File: src/inc/afs_defs.svh
// Purpose: constants for the adaptive fullstep step handshake block
// Assumes: 100 MHz i_mclk, APB with 32-bit data
// Notes:   offsets are byte addresses
//
// What this block does
// - diag out zero pulls low throughout reset, whatever is selected.
// - each diag out is open drain low or push-pull high, signal selectable.
// - stall is active when load result is zero and interval within cool threshold.
// - index is active while the microstep position is zero.
// - index lasts exactly as long as the current microstep, down to two clocks.
// - chopper on-state shows both coil choppers' on-phases alternately.
// - skipped-step diag toggles once per step the sequencer does not take.
// - adaptive mode forces constant off-time chopping via o_chop_const_off.
// - enable input high forces adaptive fullstep operation.
// - adaptive operation is inhibited while the quiet voltage chopper is active.
// - step ready is low when the motor cannot take a step, else high.
// - while not ready, buffer steps up to the microsteps per fullstep.
// - step held high over 1024 clocks, or minimum velocity, forces a step.
// - sync input low halts step execution and forces step ready low.
// - lost-step counter counts untaken steps by direction; readable.
// - adaptive mode commutates in fullsteps whatever resolution is set.
// - a blocked motor is still stepped at the minimum adaptive velocity.
// - a completely blocked motor sets the stall flag.
// - direction low moves the position up, high moves it down.
// - a minimum adaptive velocity of zero disables the enforcement.
`ifndef AFS_DEFS_SVH
`define AFS_DEFS_SVH
// ==========================================
// register map
`define AFS_OFS_CTRL   12'h000
`define AFS_OFS_MINVEL 12'h004
`define AFS_OFS_COOL   12'h008
`define AFS_OFS_QUIET  12'h00C
`define AFS_OFS_MRES   12'h010
`define AFS_OFS_STAT   12'h014
`define AFS_OFS_LOST   12'h018
`define AFS_OFS_POS    12'h01C
// ==========================================
// control fields and reset values
`define AFS_CTL_EN     0
`define AFS_CTL_S0_LO  1
`define AFS_CTL_PP0    4
`define AFS_CTL_S1_LO  5
`define AFS_CTL_PP1    8
`define AFS_CTRL_RST   32'h0000_0020
`define AFS_MRES_RST   4'h8
`define AFS_MRES_MAX   4'h8
// ==========================================
// timing
`define AFS_CLK_MHZ    100
`define AFS_LONG_CLK   11'h400
`define AFS_IVL_MAX    20'hF_FFFF
`endif

File: src/inc/afs_pkg.sv
// Purpose: types for the adaptive fullstep step handshake block
// Assumes: nothing
// Notes:   diag selection codes above the last entry read as inactive
`default_nettype none
package afs_pkg;
    // ==========================================
    // diag signal selection
    typedef enum logic [2:0] {
        AFS_STALL,
        AFS_INDEX,
        AFS_CHOP,
        AFS_SKIP,
        AFS_BLOCK
    } afs_dsel_t;
endpackage : afs_pkg
`default_nettype wire

File: src/afs_step_ctl.sv
// Purpose: step sequencer, ready handshake, lost-step count and diag outputs
// Assumes: step, dir, sync and enable arrive from the controller pins
// Notes:   APB slave answers with no wait state
`include "afs_defs.svh"
`default_nettype none
module afs_step_ctl #(
    parameter int VW = 23
) (
    // clock and reset
    input  wire logic        i_mclk,
    input  wire logic        i_rst,
    // apb slave
    input  wire logic        i_psel,
    input  wire logic        i_penable,
    input  wire logic        i_pwrite,
    input  wire logic [11:0] i_paddr,
    input  wire logic [31:0] i_pwdata,
    output logic      [31:0] o_prdata,
    output logic             o_pready,
    output logic             o_pslverr,
    // controller pins
    input  wire logic        i_step,
    input  wire logic        i_dir,
    input  wire logic        i_step_sync_in,
    input  wire logic        i_adaptive_mode_enable_in,
    output logic             o_step_ready_out,
    // load measurement and chopper
    input  wire logic [9:0]  i_load_measure_result,
    input  wire logic        i_step_taken,
    input  wire logic        i_chop_on_a,
    input  wire logic        i_chop_on_b,
    output logic             o_chop_const_off,
    output logic             o_adaptive_active,
    // diag pins
    output logic             o_diag_out_zero,
    output logic             o_diag_out_zero_oe,
    output logic             o_diag_out_one,
    output logic             o_diag_out_one_oe
);
    // ==========================================
    // input synchronisers
    logic [3:0] sy1_q;
    logic [3:0] sy2_q;
    logic       step_p_q;
    // first stage feeds only the second one
    always_ff @(posedge i_mclk or posedge i_rst)
    begin
        if (i_rst)
        begin
            sy1_q    <= 4'h0;
            sy2_q    <= 4'h0;
            step_p_q <= 1'b0;
        end
        else
        begin
            sy1_q    <= {i_adaptive_mode_enable_in, i_step_sync_in, i_dir, i_step};
            sy2_q    <= sy1_q;
            step_p_q <= sy2_q[0];
        end
    end
    wire step_s  = sy2_q[0];
    wire dir_s   = sy2_q[1];
    wire sync_s  = sy2_q[2];
    wire en_s    = sy2_q[3];
    wire step_rs = step_s & ~step_p_q;

    // ==========================================
    // registers
    logic [31:0]   ctrl_q;
    logic [VW-1:0] minvel_q;
    logic [19:0]   cool_q;
    logic [19:0]   quiet_q;
    logic [3:0]    mres_q;
    logic          stall_q;
    logic [19:0]   lost_q;
    logic [9:0]    pos_q;
    logic [19:0]   step_interval_measured_q;

    // apb decode: write lands at the access edge
    wire acc    = i_psel & i_penable & o_pready;
    wire wr     = acc & i_pwrite;
    wire setup  = i_psel & ~i_penable & ~o_pready;
    wire hit_c  = i_paddr == `AFS_OFS_CTRL;
    wire hit_m  = i_paddr == `AFS_OFS_MINVEL;
    wire hit_k  = i_paddr == `AFS_OFS_COOL;
    wire hit_q  = i_paddr == `AFS_OFS_QUIET;
    wire hit_r  = i_paddr == `AFS_OFS_MRES;
    wire hit_s  = i_paddr == `AFS_OFS_STAT;
    wire hit_l  = i_paddr == `AFS_OFS_LOST;
    wire hit_p  = i_paddr == `AFS_OFS_POS;
    wire mapped = hit_c | hit_m | hit_k | hit_q | hit_r | hit_s | hit_l | hit_p;

    // ==========================================
    // mode and velocity
    logic [19:0] ivl_q;
    // quiet chopper runs at long intervals, i.e. low velocity
    wire quiet    = (quiet_q != 20'h0_0000) & (step_interval_measured_q >= quiet_q);
    wire adaptive = (en_s | ctrl_q[`AFS_CTL_EN]) & ~quiet;
    wire stall_s  = (i_load_measure_result == 10'h000) & (step_interval_measured_q <= cool_q);

    // ==========================================
    // sequencer arithmetic
    logic signed [10:0] pend_q;
    logic [10:0]        hi_q;
    logic [VW-1:0]      wait_q;
    wire [3:0]  mres_c = (mres_q > `AFS_MRES_MAX) ? `AFS_MRES_MAX : mres_q;
    wire [9:0]  ust_w  = 10'h100 >> mres_c;
    wire [9:0]  fs_cnt = 10'h001 << mres_c;
    wire        neg    = pend_q[10];
    wire [10:0] pend_a = neg ? 11'(-pend_q) : 11'(pend_q);
    // buffer holds one fullstep worth of microsteps
    wire        full   = pend_a >= {1'b0, fs_cnt};
    // long pulse: reached on the 1025th clock high
    wire f_long   = step_s & (hi_q == `AFS_LONG_CLK);
    // zero minimum velocity disables the forced step
    wire f_min    = (minvel_q != '0) & (wait_q >= minvel_q);
    wire exec     = adaptive & sync_s & full & (i_step_taken | f_long | f_min);
    wire untaken  = adaptive & step_rs & full & ~exec;
    wire take_in  = adaptive & step_rs & ~untaken;
    wire blocked  = exec & ~i_step_taken & f_min;
    wire [10:0] inc    = dir_s ? 11'h7FF : 11'h001;
    wire [10:0] fs_s   = neg ? {1'b0, fs_cnt} : 11'(-{1'b0, fs_cnt});
    wire [9:0]  fs_pos = {pos_q[9:8], 8'h80};
    // fullstep snap then move by a quarter table
    wire [9:0]  pos_fs = neg ? 10'(fs_pos - 10'h100) : 10'(fs_pos + 10'h100);
    wire [9:0]  pos_us = dir_s ? 10'(pos_q - ust_w) : 10'(pos_q + ust_w);
    wire        us_go  = ~adaptive & sync_s & step_rs;

    // ==========================================
    // sequencer state
    always_ff @(posedge i_mclk or posedge i_rst)
    begin
        if (i_rst)
        begin
            pend_q <= 11'sh000;
            pos_q  <= 10'h000;
            lost_q <= 20'h0_0000;
        end
        else
        begin
            if (!adaptive)
                pend_q <= 11'sh000;
            else
                pend_q <= pend_q + (take_in ? inc : 11'h000) + (exec ? fs_s : 11'h000);
            if (exec)
                pos_q <= pos_fs;
            else if (us_go)
                pos_q <= pos_us;
            if (wr && hit_l)
                lost_q <= 20'h0_0000;
            else if (untaken)
                lost_q <= 20'(lost_q + {{9{inc[10]}}, inc});
        end
    end

    // interval, pulse width and wait counters
    always_ff @(posedge i_mclk or posedge i_rst)
    begin
        if (i_rst)
        begin
            ivl_q   <= 20'h0_0000;
            step_interval_measured_q <= `AFS_IVL_MAX;
            hi_q    <= 11'h000;
            wait_q  <= '0;
        end
        else
        begin
            ivl_q   <= step_rs ? 20'h0_0001 : ((ivl_q == `AFS_IVL_MAX) ? ivl_q : ivl_q + 1'b1);
            step_interval_measured_q <= step_rs ? ivl_q : ((ivl_q > step_interval_measured_q) ? ivl_q : step_interval_measured_q);
            hi_q    <= !step_s ? 11'h000 : (f_long ? hi_q + 1'b1 : (hi_q[10] ? hi_q : hi_q + 1'b1));
            wait_q  <= (exec || !full) ? '0 : ((wait_q == '1) ? wait_q : wait_q + 1'b1);
        end
    end

    // ==========================================
    // diag signal sources
    logic skip_q;
    logic alt_q;
    logic chop_p_q;
    wire  chop_sel = alt_q ? i_chop_on_b : i_chop_on_a;
    // index straight from position, so it lasts one microstep
    wire  index_s  = pos_q == 10'h000;
    always_ff @(posedge i_mclk or posedge i_rst)
    begin
        if (i_rst)
        begin
            skip_q   <= 1'b0;
            alt_q    <= 1'b0;
            chop_p_q <= 1'b0;
            stall_q  <= 1'b0;
        end
        else
        begin
            skip_q   <= skip_q ^ untaken;
            chop_p_q <= chop_sel;
            alt_q    <= alt_q ^ (chop_p_q & ~chop_sel);
            // set wins over the write-one clear
            stall_q  <= blocked | (stall_q & ~(wr & hit_s & i_pwdata[0]));
        end
    end

    // map a selection code to a level
    function automatic logic pick(input logic [2:0] s, input logic a, input logic b,
                                  input logic c, input logic d, input logic e);
        logic r;
        r = 1'b0;
        unique case (afs_pkg::afs_dsel_t'(s))
            afs_pkg::AFS_STALL: r = a;
            afs_pkg::AFS_INDEX: r = b;
            afs_pkg::AFS_CHOP:  r = c;
            afs_pkg::AFS_SKIP:  r = d;
            afs_pkg::AFS_BLOCK: r = e;
            default:            r = 1'b0;
        endcase
        return r;
    endfunction : pick

    wire act0 = pick(ctrl_q[`AFS_CTL_S0_LO +: 3], stall_s, index_s, chop_sel, skip_q, stall_q);
    wire act1 = pick(ctrl_q[`AFS_CTL_S1_LO +: 3], stall_s, index_s, chop_sel, skip_q, stall_q);
    wire pp0  = ctrl_q[`AFS_CTL_PP0];
    wire pp1  = ctrl_q[`AFS_CTL_PP1];

    // ==========================================
    // pin drivers; open drain pulls low only while active or, for diag zero, throughout reset
    always_ff @(posedge i_mclk or posedge i_rst)
    begin
        if (i_rst)
        begin
            o_diag_out_zero    <= 1'b0;
            o_diag_out_zero_oe <= 1'b1;
            o_diag_out_one     <= 1'b0;
            o_diag_out_one_oe  <= 1'b0;
            o_step_ready_out   <= 1'b0;
            o_chop_const_off   <= 1'b0;
            o_adaptive_active  <= 1'b0;
        end
        else
        begin
            o_diag_out_zero    <= pp0 & act0;
            o_diag_out_zero_oe <= pp0 | act0;
            o_diag_out_one     <= pp1 & act1;
            o_diag_out_one_oe  <= pp1 | act1;
            o_step_ready_out   <= sync_s & (~adaptive | i_step_taken);
            o_chop_const_off   <= adaptive;
            o_adaptive_active  <= adaptive;
        end
    end

    // ==========================================
    // apb registers
    always_ff @(posedge i_mclk or posedge i_rst)
    begin
        if (i_rst)
        begin
            ctrl_q   <= `AFS_CTRL_RST;
            minvel_q <= '0;
            cool_q   <= 20'h0_0000;
            quiet_q  <= 20'h0_0000;
            mres_q   <= `AFS_MRES_RST;
        end
        else if (wr)
        begin
            if (hit_c)
                ctrl_q <= {23'h00_0000, i_pwdata[8:0]};
            if (hit_m)
                minvel_q <= i_pwdata[VW-1:0];
            if (hit_k)
                cool_q <= i_pwdata[19:0];
            if (hit_q)
                quiet_q <= i_pwdata[19:0];
            if (hit_r)
                mres_q <= i_pwdata[3:0];
        end
    end

    // read mux; status shows the block's live state
    wire [31:0] stat_w = {28'h000_0000, o_chop_const_off, adaptive, o_step_ready_out, stall_q};
    wire [31:0] rd_w   = ({32{hit_c}} & ctrl_q)
                       | ({32{hit_m}} & 32'(minvel_q))
                       | ({32{hit_k}} & {12'h000, cool_q})
                       | ({32{hit_q}} & {12'h000, quiet_q})
                       | ({32{hit_r}} & {28'h000_0000, mres_q})
                       | ({32{hit_s}} & stat_w)
                       | ({32{hit_l}} & {12'h000, lost_q})
                       | ({32{hit_p}} & {22'h00_0000, pos_q});

    // pready is a flop set from the setup phase, so no wait state is added
    always_ff @(posedge i_mclk or posedge i_rst)
    begin
        if (i_rst)
        begin
            o_pready  <= 1'b0;
            o_prdata  <= 32'h0000_0000;
            o_pslverr <= 1'b0;
        end
        else
        begin
            o_pready  <= setup;
            o_prdata  <= setup ? rd_w : 32'h0000_0000;
            o_pslverr <= setup & ~mapped;
        end
    end

    // ==========================================
    // checks
    a_sync_halt: assert property (@(posedge i_mclk) disable iff (i_rst)
        !sync_s |=> !o_step_ready_out && $stable(pos_q))
        else $error("sync low did not halt stepping");
    a_dir_up: assert property (@(posedge i_mclk) disable iff (i_rst)
        us_go && !dir_s |=> pos_q == 10'($past(pos_q) + $past(ust_w)))
        else $error("low direction did not move up");
    a_lost_count: assert property (@(posedge i_mclk) disable iff (i_rst)
        untaken && !dir_s && !(wr && hit_l) |=> lost_q == 20'($past(lost_q) + 1'b1))
        else $error("lost step not counted");
    a_skip_toggle: assert property (@(posedge i_mclk) disable iff (i_rst)
        untaken |=> skip_q != $past(skip_q))
        else $error("skip level did not toggle");
    a_long_force: assert property (@(posedge i_mclk) disable iff (i_rst)
        adaptive && sync_s && full && f_long |=> pos_q != $past(pos_q))
        else $error("long pulse did not force a step");
    a_quiet_block: assert property (@(posedge i_mclk) disable iff (i_rst)
        quiet |=> !o_adaptive_active)
        else $error("adaptive mode while quiet chopper active");
    a_const_off: assert property (@(posedge i_mclk) disable iff (i_rst)
        adaptive |=> o_chop_const_off)
        else $error("chopper not forced to constant off time");
    a_stall_pin: assert property (@(posedge i_mclk) disable iff (i_rst)
        pp1 && ctrl_q[`AFS_CTL_S1_LO +: 3] == 3'h0 |=> o_diag_out_one == $past(stall_s))
        else $error("stall diag wrong");
    a_fullstep: assert property (@(posedge i_mclk) disable iff (i_rst)
        exec |=> pos_q[7:0] == 8'h80)
        else $error("adaptive step not on a fullstep");
    a_min_vel: assert property (@(posedge i_mclk) disable iff (i_rst)
        minvel_q == '0 |-> !f_min)
        else $error("zero minimum velocity forced a step");

    // ==========================================
    // pins, buffer and counters
    // reset itself is the condition here, so this one has no disable
    a_rst_diag0: assert property (@(posedge i_mclk)
        $past(i_rst) && i_rst |-> !o_diag_out_zero && o_diag_out_zero_oe)
        else $error("diag zero not pulled low in reset");
    a_open_drain: assert property (@(posedge i_mclk) disable iff (i_rst)
        !pp0 |=> !o_diag_out_zero)
        else $error("open drain diag drove high");
    a_index_pin: assert property (@(posedge i_mclk) disable iff (i_rst)
        pp1 && ctrl_q[`AFS_CTL_S1_LO +: 3] == 3'h1 |=> o_diag_out_one == $past(index_s))
        else $error("index diag wrong");
    a_chop_alt: assert property (@(posedge i_mclk) disable iff (i_rst)
        chop_p_q && !chop_sel |=> alt_q != $past(alt_q))
        else $error("chopper diag did not change coil");
    a_adapt_on: assert property (@(posedge i_mclk) disable iff (i_rst)
        en_s && !quiet |=> o_adaptive_active)
        else $error("enable input did not force adaptive mode");
    a_ready_low: assert property (@(posedge i_mclk) disable iff (i_rst)
        !sync_s || (adaptive && !i_step_taken) |=> !o_step_ready_out)
        else $error("ready high while motor not ready");
    a_buf_take: assert property (@(posedge i_mclk) disable iff (i_rst)
        adaptive && step_rs && !full && !(wr && hit_l) |=> lost_q == $past(lost_q))
        else $error("step lost while buffer had room");
    a_lost_down: assert property (@(posedge i_mclk) disable iff (i_rst)
        untaken && dir_s && !(wr && hit_l) |=> lost_q == 20'($past(lost_q) - 1'b1))
        else $error("lost step not counted down");
    a_min_force: assert property (@(posedge i_mclk) disable iff (i_rst)
        adaptive && sync_s && full && f_min |=> pos_q != $past(pos_q))
        else $error("minimum velocity did not force a step");
    a_stall_set: assert property (@(posedge i_mclk) disable iff (i_rst)
        blocked |=> stall_q)
        else $error("blocked motor did not set stall flag");
    a_dir_down: assert property (@(posedge i_mclk) disable iff (i_rst)
        us_go && dir_s |=> pos_q == 10'($past(pos_q) - $past(ust_w)))
        else $error("high direction did not move down");
endmodule : afs_step_ctl
`default_nettype wire

File: config.mk
export PLATFORM = sky130hd
export DESIGN_NAME = afs_step_ctl
export DESIGN_NICKNAME = d
export VERILOG_FILES = /design/src/inc/afs_pkg.sv /design/src/afs_step_ctl.sv
export VERILOG_INCLUDE_DIRS = /design/src /design/src/inc
export SDC_FILE = /design/constraint.sdc
export NUM_CORES = 1
export LEC_CHECK = 0
export ABC_AREA = 1
export BUFFER_PORTS_ARGS = -buffer_cell sky130_fd_sc_hd__clkbuf_2
export CAP_MARGIN = 20
export CORE_AREA = 2 2 212 214
export CTS_CLUSTER_SIZE = 40
export DETAILED_ROUTE_END_ITERATION = 6
export DIE_AREA = 0 0 214 216
export GPL_TIMING_DRIVEN = 0
export SLEW_MARGIN = 20
export SYNTH_ARGS = -nofsm -noshare
export SYNTH_HDL_FRONTEND = slang
export SYNTH_SLANG_ARGS = --single-unit
File: constraint.sdc
create_clock -name i_mclk -period 11.5 [get_ports i_mclk]
set_input_delay 1.15 -clock i_mclk [delete_from_list [all_inputs] [get_ports i_mclk]]
set_output_delay 1.15 -clock i_mclk [all_outputs]
set_load 0.005 [all_outputs]
# Word-level counts from Yosys, hierarchy flattened
# Cells that the tools add are included.
[classes]
n_bitwise = 72
n_addsub = 12
n_eq_ne = 21
n_reduce_logical = 18
n_mux = 26
shift = 2
order_cmp = 6
[op_table]
columns = ["op", "n"]
rows = [
  ["$or A32 B32 Y32", 7],
  ["$mux W20", 6],
  ["$mux W11", 9],
  ["$and A32 B20 Y32", 3],
  ["$and A32 B4 Y32", 2],
  ["$eq A12 B5 Y1 const B", 4],
  ["$mux W23", 2],
  ["$mux W10", 4],
  ["$and A32 B10 Y32", 1],
  ["$and A32 B23 Y32", 1],
  ["$and A32 B9 Y32", 1],
  ["$mux W32", 1],
  ["$and A1 B1 Y1", 30],
  ["$eq A12 B4 Y1 const B", 2],
  ["$add A23 B1 Y23 const B", 1],
  ["$eq A23 B23 Y1 const B", 1],
  ["$ge A23 B23 Y1", 1],
  ["$reduce_bool A23 Y1", 1],
  ["$add A11 B11 Y11", 2],
  ["$add A20 B1 Y20 const B", 1],
  ["$add A20 B20 Y20", 1],
  ["$eq A20 B20 Y1 const B", 1],
  ["$ge A20 B20 Y1", 1],
  ["$gt A20 B20 Y1", 1],
  ["other kinds (34)", 73],
]
[word_totals]
output_inout_bits = 41
ff_bits = 244
word_cells = 186

# Logic depth before layout (Yosys ltp)
[logic_depth]
ltp_word = 15
ltp_mapped = 35
depth_no_buf = 34

# Worst setup path after synthesis
# Ideal clock, no wire load.
[synth_timing]
kind = "reg2reg"
from = "reg mres_q[3]"
to = "reg pend_q[9]"
slack_ns = 7.016
path_stages_with_launch = 33
t_arrival_ns = 4.362
setup_time_ns = 0.122
cell_sequence = "dfstp_2 clkbuf_1 nor2_1 inv_1 nand2_1 ha_1 nand3_1 nand2_1 nand2_1 nand2_1 nand2_1 nand3_1 nand2_1 a21oi_1 nand3_2 nand2_4 buf_1 nand2_1 fa_1 inv_1 ha_1 inv_1 fa_1 inv_1 nand3_1 nand2_1 nand2_1 nand2_1 a21oi_1 o21ai_0 a21oi_1 xor2_1 nor2_1"
[synth_between]
elab_chain_len = 14
elab_cells_between_ends = 18
[synth_lines]
columns = ["item", "line", "source"]
rows = [
  ["start: declaration", "afs_step_ctl.sv:73", "logic [3:0] mres_q;"],
  ["start signal: assignment", "afs_step_ctl.sv:259", "mres_q <= `AFS_MRES_RST;"],
  ["start signal: assignment", "afs_step_ctl.sv:272", "mres_q <= i_pwdata[3:0];"],
  ["$gt A4 B4 Y1 (no source line)", "-", ""],
  ["$mux W4 *", "afs_step_ctl.sv:106", "wire [3:0] mres_c = (mres_q > `AFS_MRES_MAX) ? `AFS_MRES_MAX : mres_q;"],
  ["$shl A1 B4 Y10 *", "afs_step_ctl.sv:108", "wire [9:0] fs_cnt = 10'h001 << mres_c;"],
  ["$ge A11 B10 Y1", "afs_step_ctl.sv:112", "wire full = pend_a >= {1'b0, fs_cnt};"],
  ["$and A1 B1 Y1 (2 in series)", "afs_step_ctl.sv:117", "wire exec = adaptive & sync_s & full & (i_step_taken | f_long | f_min);"],
  ["$not A1 Y1", "afs_step_ctl.sv:118", "wire untaken = adaptive & step_rs & full & ~exec;"],
  ["$and A1 B1 Y1", "afs_step_ctl.sv:118", ""],
  ["$not A1 Y1", "afs_step_ctl.sv:119", "wire take_in = adaptive & step_rs & ~untaken;"],
  ["$and A1 B1 Y1", "afs_step_ctl.sv:119", ""],
  ["$mux W11", "afs_step_ctl.sv:144", "pend_q <= pend_q + (take_in ? inc : 11'h000) + (exec ? fs_s : 11'h000);"],
  ["$add A11 B11 Y11", "afs_step_ctl.sv:144", ""],
  ["$add A11 B11 Y11 *", "afs_step_ctl.sv:144", ""],
  ["$mux W11 *", "afs_step_ctl.sv:141", "if (!adaptive)"],
  ["end signal: assignment", "afs_step_ctl.sv:144", ""],
  ["end: declaration", "afs_step_ctl.sv:103", "logic signed [10:0] pend_q;"],
]
# Every way passes the cells marked *; elsewhere a longest branch is shown, timed or not.
# A chain may end at the register's enable or synchronous reset.

# Worst setup path in the final report
[layout_timing]
from = "reg mres_q[1]"
to = "reg pend_q[9]"
# The elaborated chain is that of the path after synthesis.

==> results.sh <==
export IMPL_crit_path_end_kind="flip-flop"
export IMPL_drc=0
export IMPL_clock_root_buffer="clkbuf_16"
export IMPL_die_w_um=214
export IMPL_initial_core_util_pct=34.7
export IMPL_stdcell_count=2663
export IMPL_layout_commonest_cell="nand2_1"
export IMPL_core_area_sq_um=43800
export IMPL_max_cap_violations=0
export IMPL_avgRoutedWirePerCell_um=16.5
export IMPL_ios=107
export IMPL_crit_top_cell="nand2_1"
export IMPL_worstPathRequired_ns=11.94
export IMPL_worstMarginPinSlew_ns=1.08
export IMPL_clk_latency_ns=0.56
export IMPL_hpwl_um=35200
export IMPL_area_growth_pct=15.1
export IMPL_multi_input_area_sq_um=7860
export IMPL_peakVddDrop_uv=118
export IMPL_setup_viol=0
export IMPL_antenna_found_initial=0
export IMPL_synth_top_flop_cell="dfrtp_1"
export IMPL_vias=13500
export IMPL_hold_class="reg -> reg"
export IMPL_cts_buffer_depth=3
export IMPL_n_antenna_cell=0
export IMPL_max_slew_margin_pct=28.0
export IMPL_grt_max_degree=93
export IMPL_cp_arrival_ns=6.12
export IMPL_routed_wl_um=43900
export IMPL_cts_hold_buffers_added=0
export IMPL_syn_avg_cell_area_sq_um=7.91
export IMPL_worstSetupStartpointType="flip-flop"
export IMPL_fin_nets=2268
export IMPL_grt_use_total_pct=19.1
export IMPL_htreeDepth=1
export IMPL_hold_depth=0
export IMPL_hold_viol_final=0
export IMPL_tns_ns=0
export IMPL_fin_skew_ns=0.0169
export IMPL_cts_tree="done"
export IMPL_slowest_delay_ns=0.50
export IMPL_critical_path_class="reg -> reg"
export IMPL_grt_ovfl_total=0
export IMPL_cp_slowest_cell="buf_1"
export IMPL_synth_seq_cells=235
export IMPL_min_period_ns=5.67
export IMPL_grt_pass1_vias=13400
export IMPL_io_buffers=88
export IMPL_clock_sinks=235
export IMPL_die_area_sq_um=46200
export IMPL_yosysUniqueCellTypes=58
export IMPL_ctsResizeCount=0
export IMPL_final_util_pct=39.9
export IMPL_grt_pass1_wl_um=71100
export IMPL_rows=77
export IMPL_fin_area_sq_um=17500
export IMPL_max_freq_mhz=176
export IMPL_drive_gt1_share_pct=9.66
export IMPL_fillers=4440
export IMPL_reg2regPathDepth=32
export IMPL_synthesis_area_sq_um=15200
export IMPL_rsz0062_at_grt="no"
export IMPL_cp_max_fo=10
export IMPL_cts_buffers=28
export IMPL_synth_edf_count=0
export IMPL_p_leak_nw=8.42
export IMPL_die_y_um=216
export IMPL_drt_pass1_iterations=5
export IMPL_seq_area_sq_um=5910
export IMPL_yosysWarnings=0
export IMPL_async_reset_ff_share_pct=100
export IMPL_syn_inst=1922
export IMPL_seq_area_frac_synth_pct=38.9
export IMPL_place_inst=2612
export IMPL_avgViaCountPerCell=5.08
export IMPL_worst_r2r_setup_slack_ns=5.83
export IMPL_clk_pin_slew_ns=0.06
export IMPL_cts_setup_buffers=0
export IMPL_place_area_sq_um=16500
export IMPL_final_cell_mix="363 x nand2_1, 318 x inv_1, 212 x dfrtp_1, 159 x nor2_1, 150 x o21ai_0"
export IMPL_drt_iter0_drc=1023
export IMPL_period_share_pct=49.3
export IMPL_antenna_left=0
export IMPL_gp_congestion=0.948
export IMPL_power_density_nw_per_um2=176
export IMPL_slew_violations=0
export IMPL_outcome="completed"
==> state kept, by name, indices dropped and copies added, names as in the netlist, 4 cells and up <==
signal,count
minvel_q,23
o_prdata,23
wait_q,23
cool_q,20
ivl_q,20
lost_q,20
quiet_q,20
step_interval_measured_q,20
hi_q,11
pend_q,11
pos_q,10
ctrl_q,9
mres_q,4
sy1_q,4
sy2_q,4
==> cell type report <==
class,count,area share (%)
Clock buffer,35,4.39
Clock inverter,16,1.43
Timing Repair Buffer,90,2.83
Tap cell,592,4.23
Buffer,51,1.44
Multi-Input combinational cell,1320,44.9
Sequential cell,235,33.8
Inverter,324,6.99
==> cell families (layout without fill, tap and decap cells) <==
kind of cell | count (synthesis) | count (layout) | synth area share [%]
AND/OR/NAND/NOR | 693 | 693 | 19.6
adder cells (fa/ha/maj) | 152 | 152 | 12.7
buffers and inverters | 375 | 516 | 9.65
other | 2 | 10 | 0.0494
multiplexers | 1 | 1 | 0.0740
flip-flops | 235 | 235 | 38.9
XOR/XNOR | 65 | 65 | 3.74
AO/OA/AOI/OAI | 399 | 399 | 15.4
==> power breakdown <==
group,internal (mW),leakage (nW),switching [mW]
Clock,0.608,0.482,0.370
Sequential,0.920,3.08,0.0798
Combinational,0.387,4.86,0.710
==> per-stage QoR <==
step | power, mW | hold slack (ns) | setup slack, ns
finish | 3.07 | 0.345 | 5.83
global route | 3.29 | 0.353 | 5.28
CTS | 3.10 | 0.344 | 5.83
detailed placement | 2.11 | 0.337 | 5.89
global placement | 2.08 | 0.335 | 1.09
floorplan | 1.80 | 0.331 | 3.94
==> cell usage after synthesis, types with 4 or more instances <==
cell,instances,share of area [%]
xnor2_1,21,1.2
inv_1,319,7.9
o22ai_1,51,2.1
o21a_1,4,0.20
o31ai_1,5,0.25
o21ai_0,150,4.9
nor4_1,17,0.70
nor3_1,55,1.8
nand3_1,39,1.3
clkbuf_1,35,0.86
dfstp_2,23,4.0
xor2_1,44,2.5
fa_1,4,0.53
a211oi_1,17,0.84
o21bai_1,9,0.44
a221oi_1,12,0.69
nor2_1,159,3.9
buf_4,10,0.49
nor3_2,4,0.26
nand2_1,363,9.0
nand4_1,39,1.6
a21oi_1,109,3.6
a31oi_1,10,0.41
o22ai_2,6,0.49
ha_1,148,12
dfrtp_1,212,35
==> routing by layer <==
layer  global-route usage [%]  up-vias  routed length, um
li1                         -     6653                  -
met5                        0        -                  0
met1                     24.9     6470              19400
met2                     32.6      340              20700
met3                     2.49       72               2440
met4                     6.41        0               1350
==> critical path: cells and delay by family (launching register included) <==
family          cells  cell delay [ns]
compound gates      4             0.49
xor+xnor            1             0.14
fa+ha+maj           4             1.34
buf+inv             7             1.34
flops               1             0.33
simple gates       16             1.91
==> worst paths after layout <==
check / startpoint / to
max: mres_q[1] / pend_q[9]
min: sy1_q[3] / sy2_q[3]
max reg2reg: mres_q[1] / pend_q[9]
min reg2reg: sy1_q[3] / sy2_q[3]
max in group asynchronous: i_rst / step_interval_measured_q[4]
min in group asynchronous: i_rst / sy1_q[1]
No activity file was read; power rests on OpenSTA's default activity.
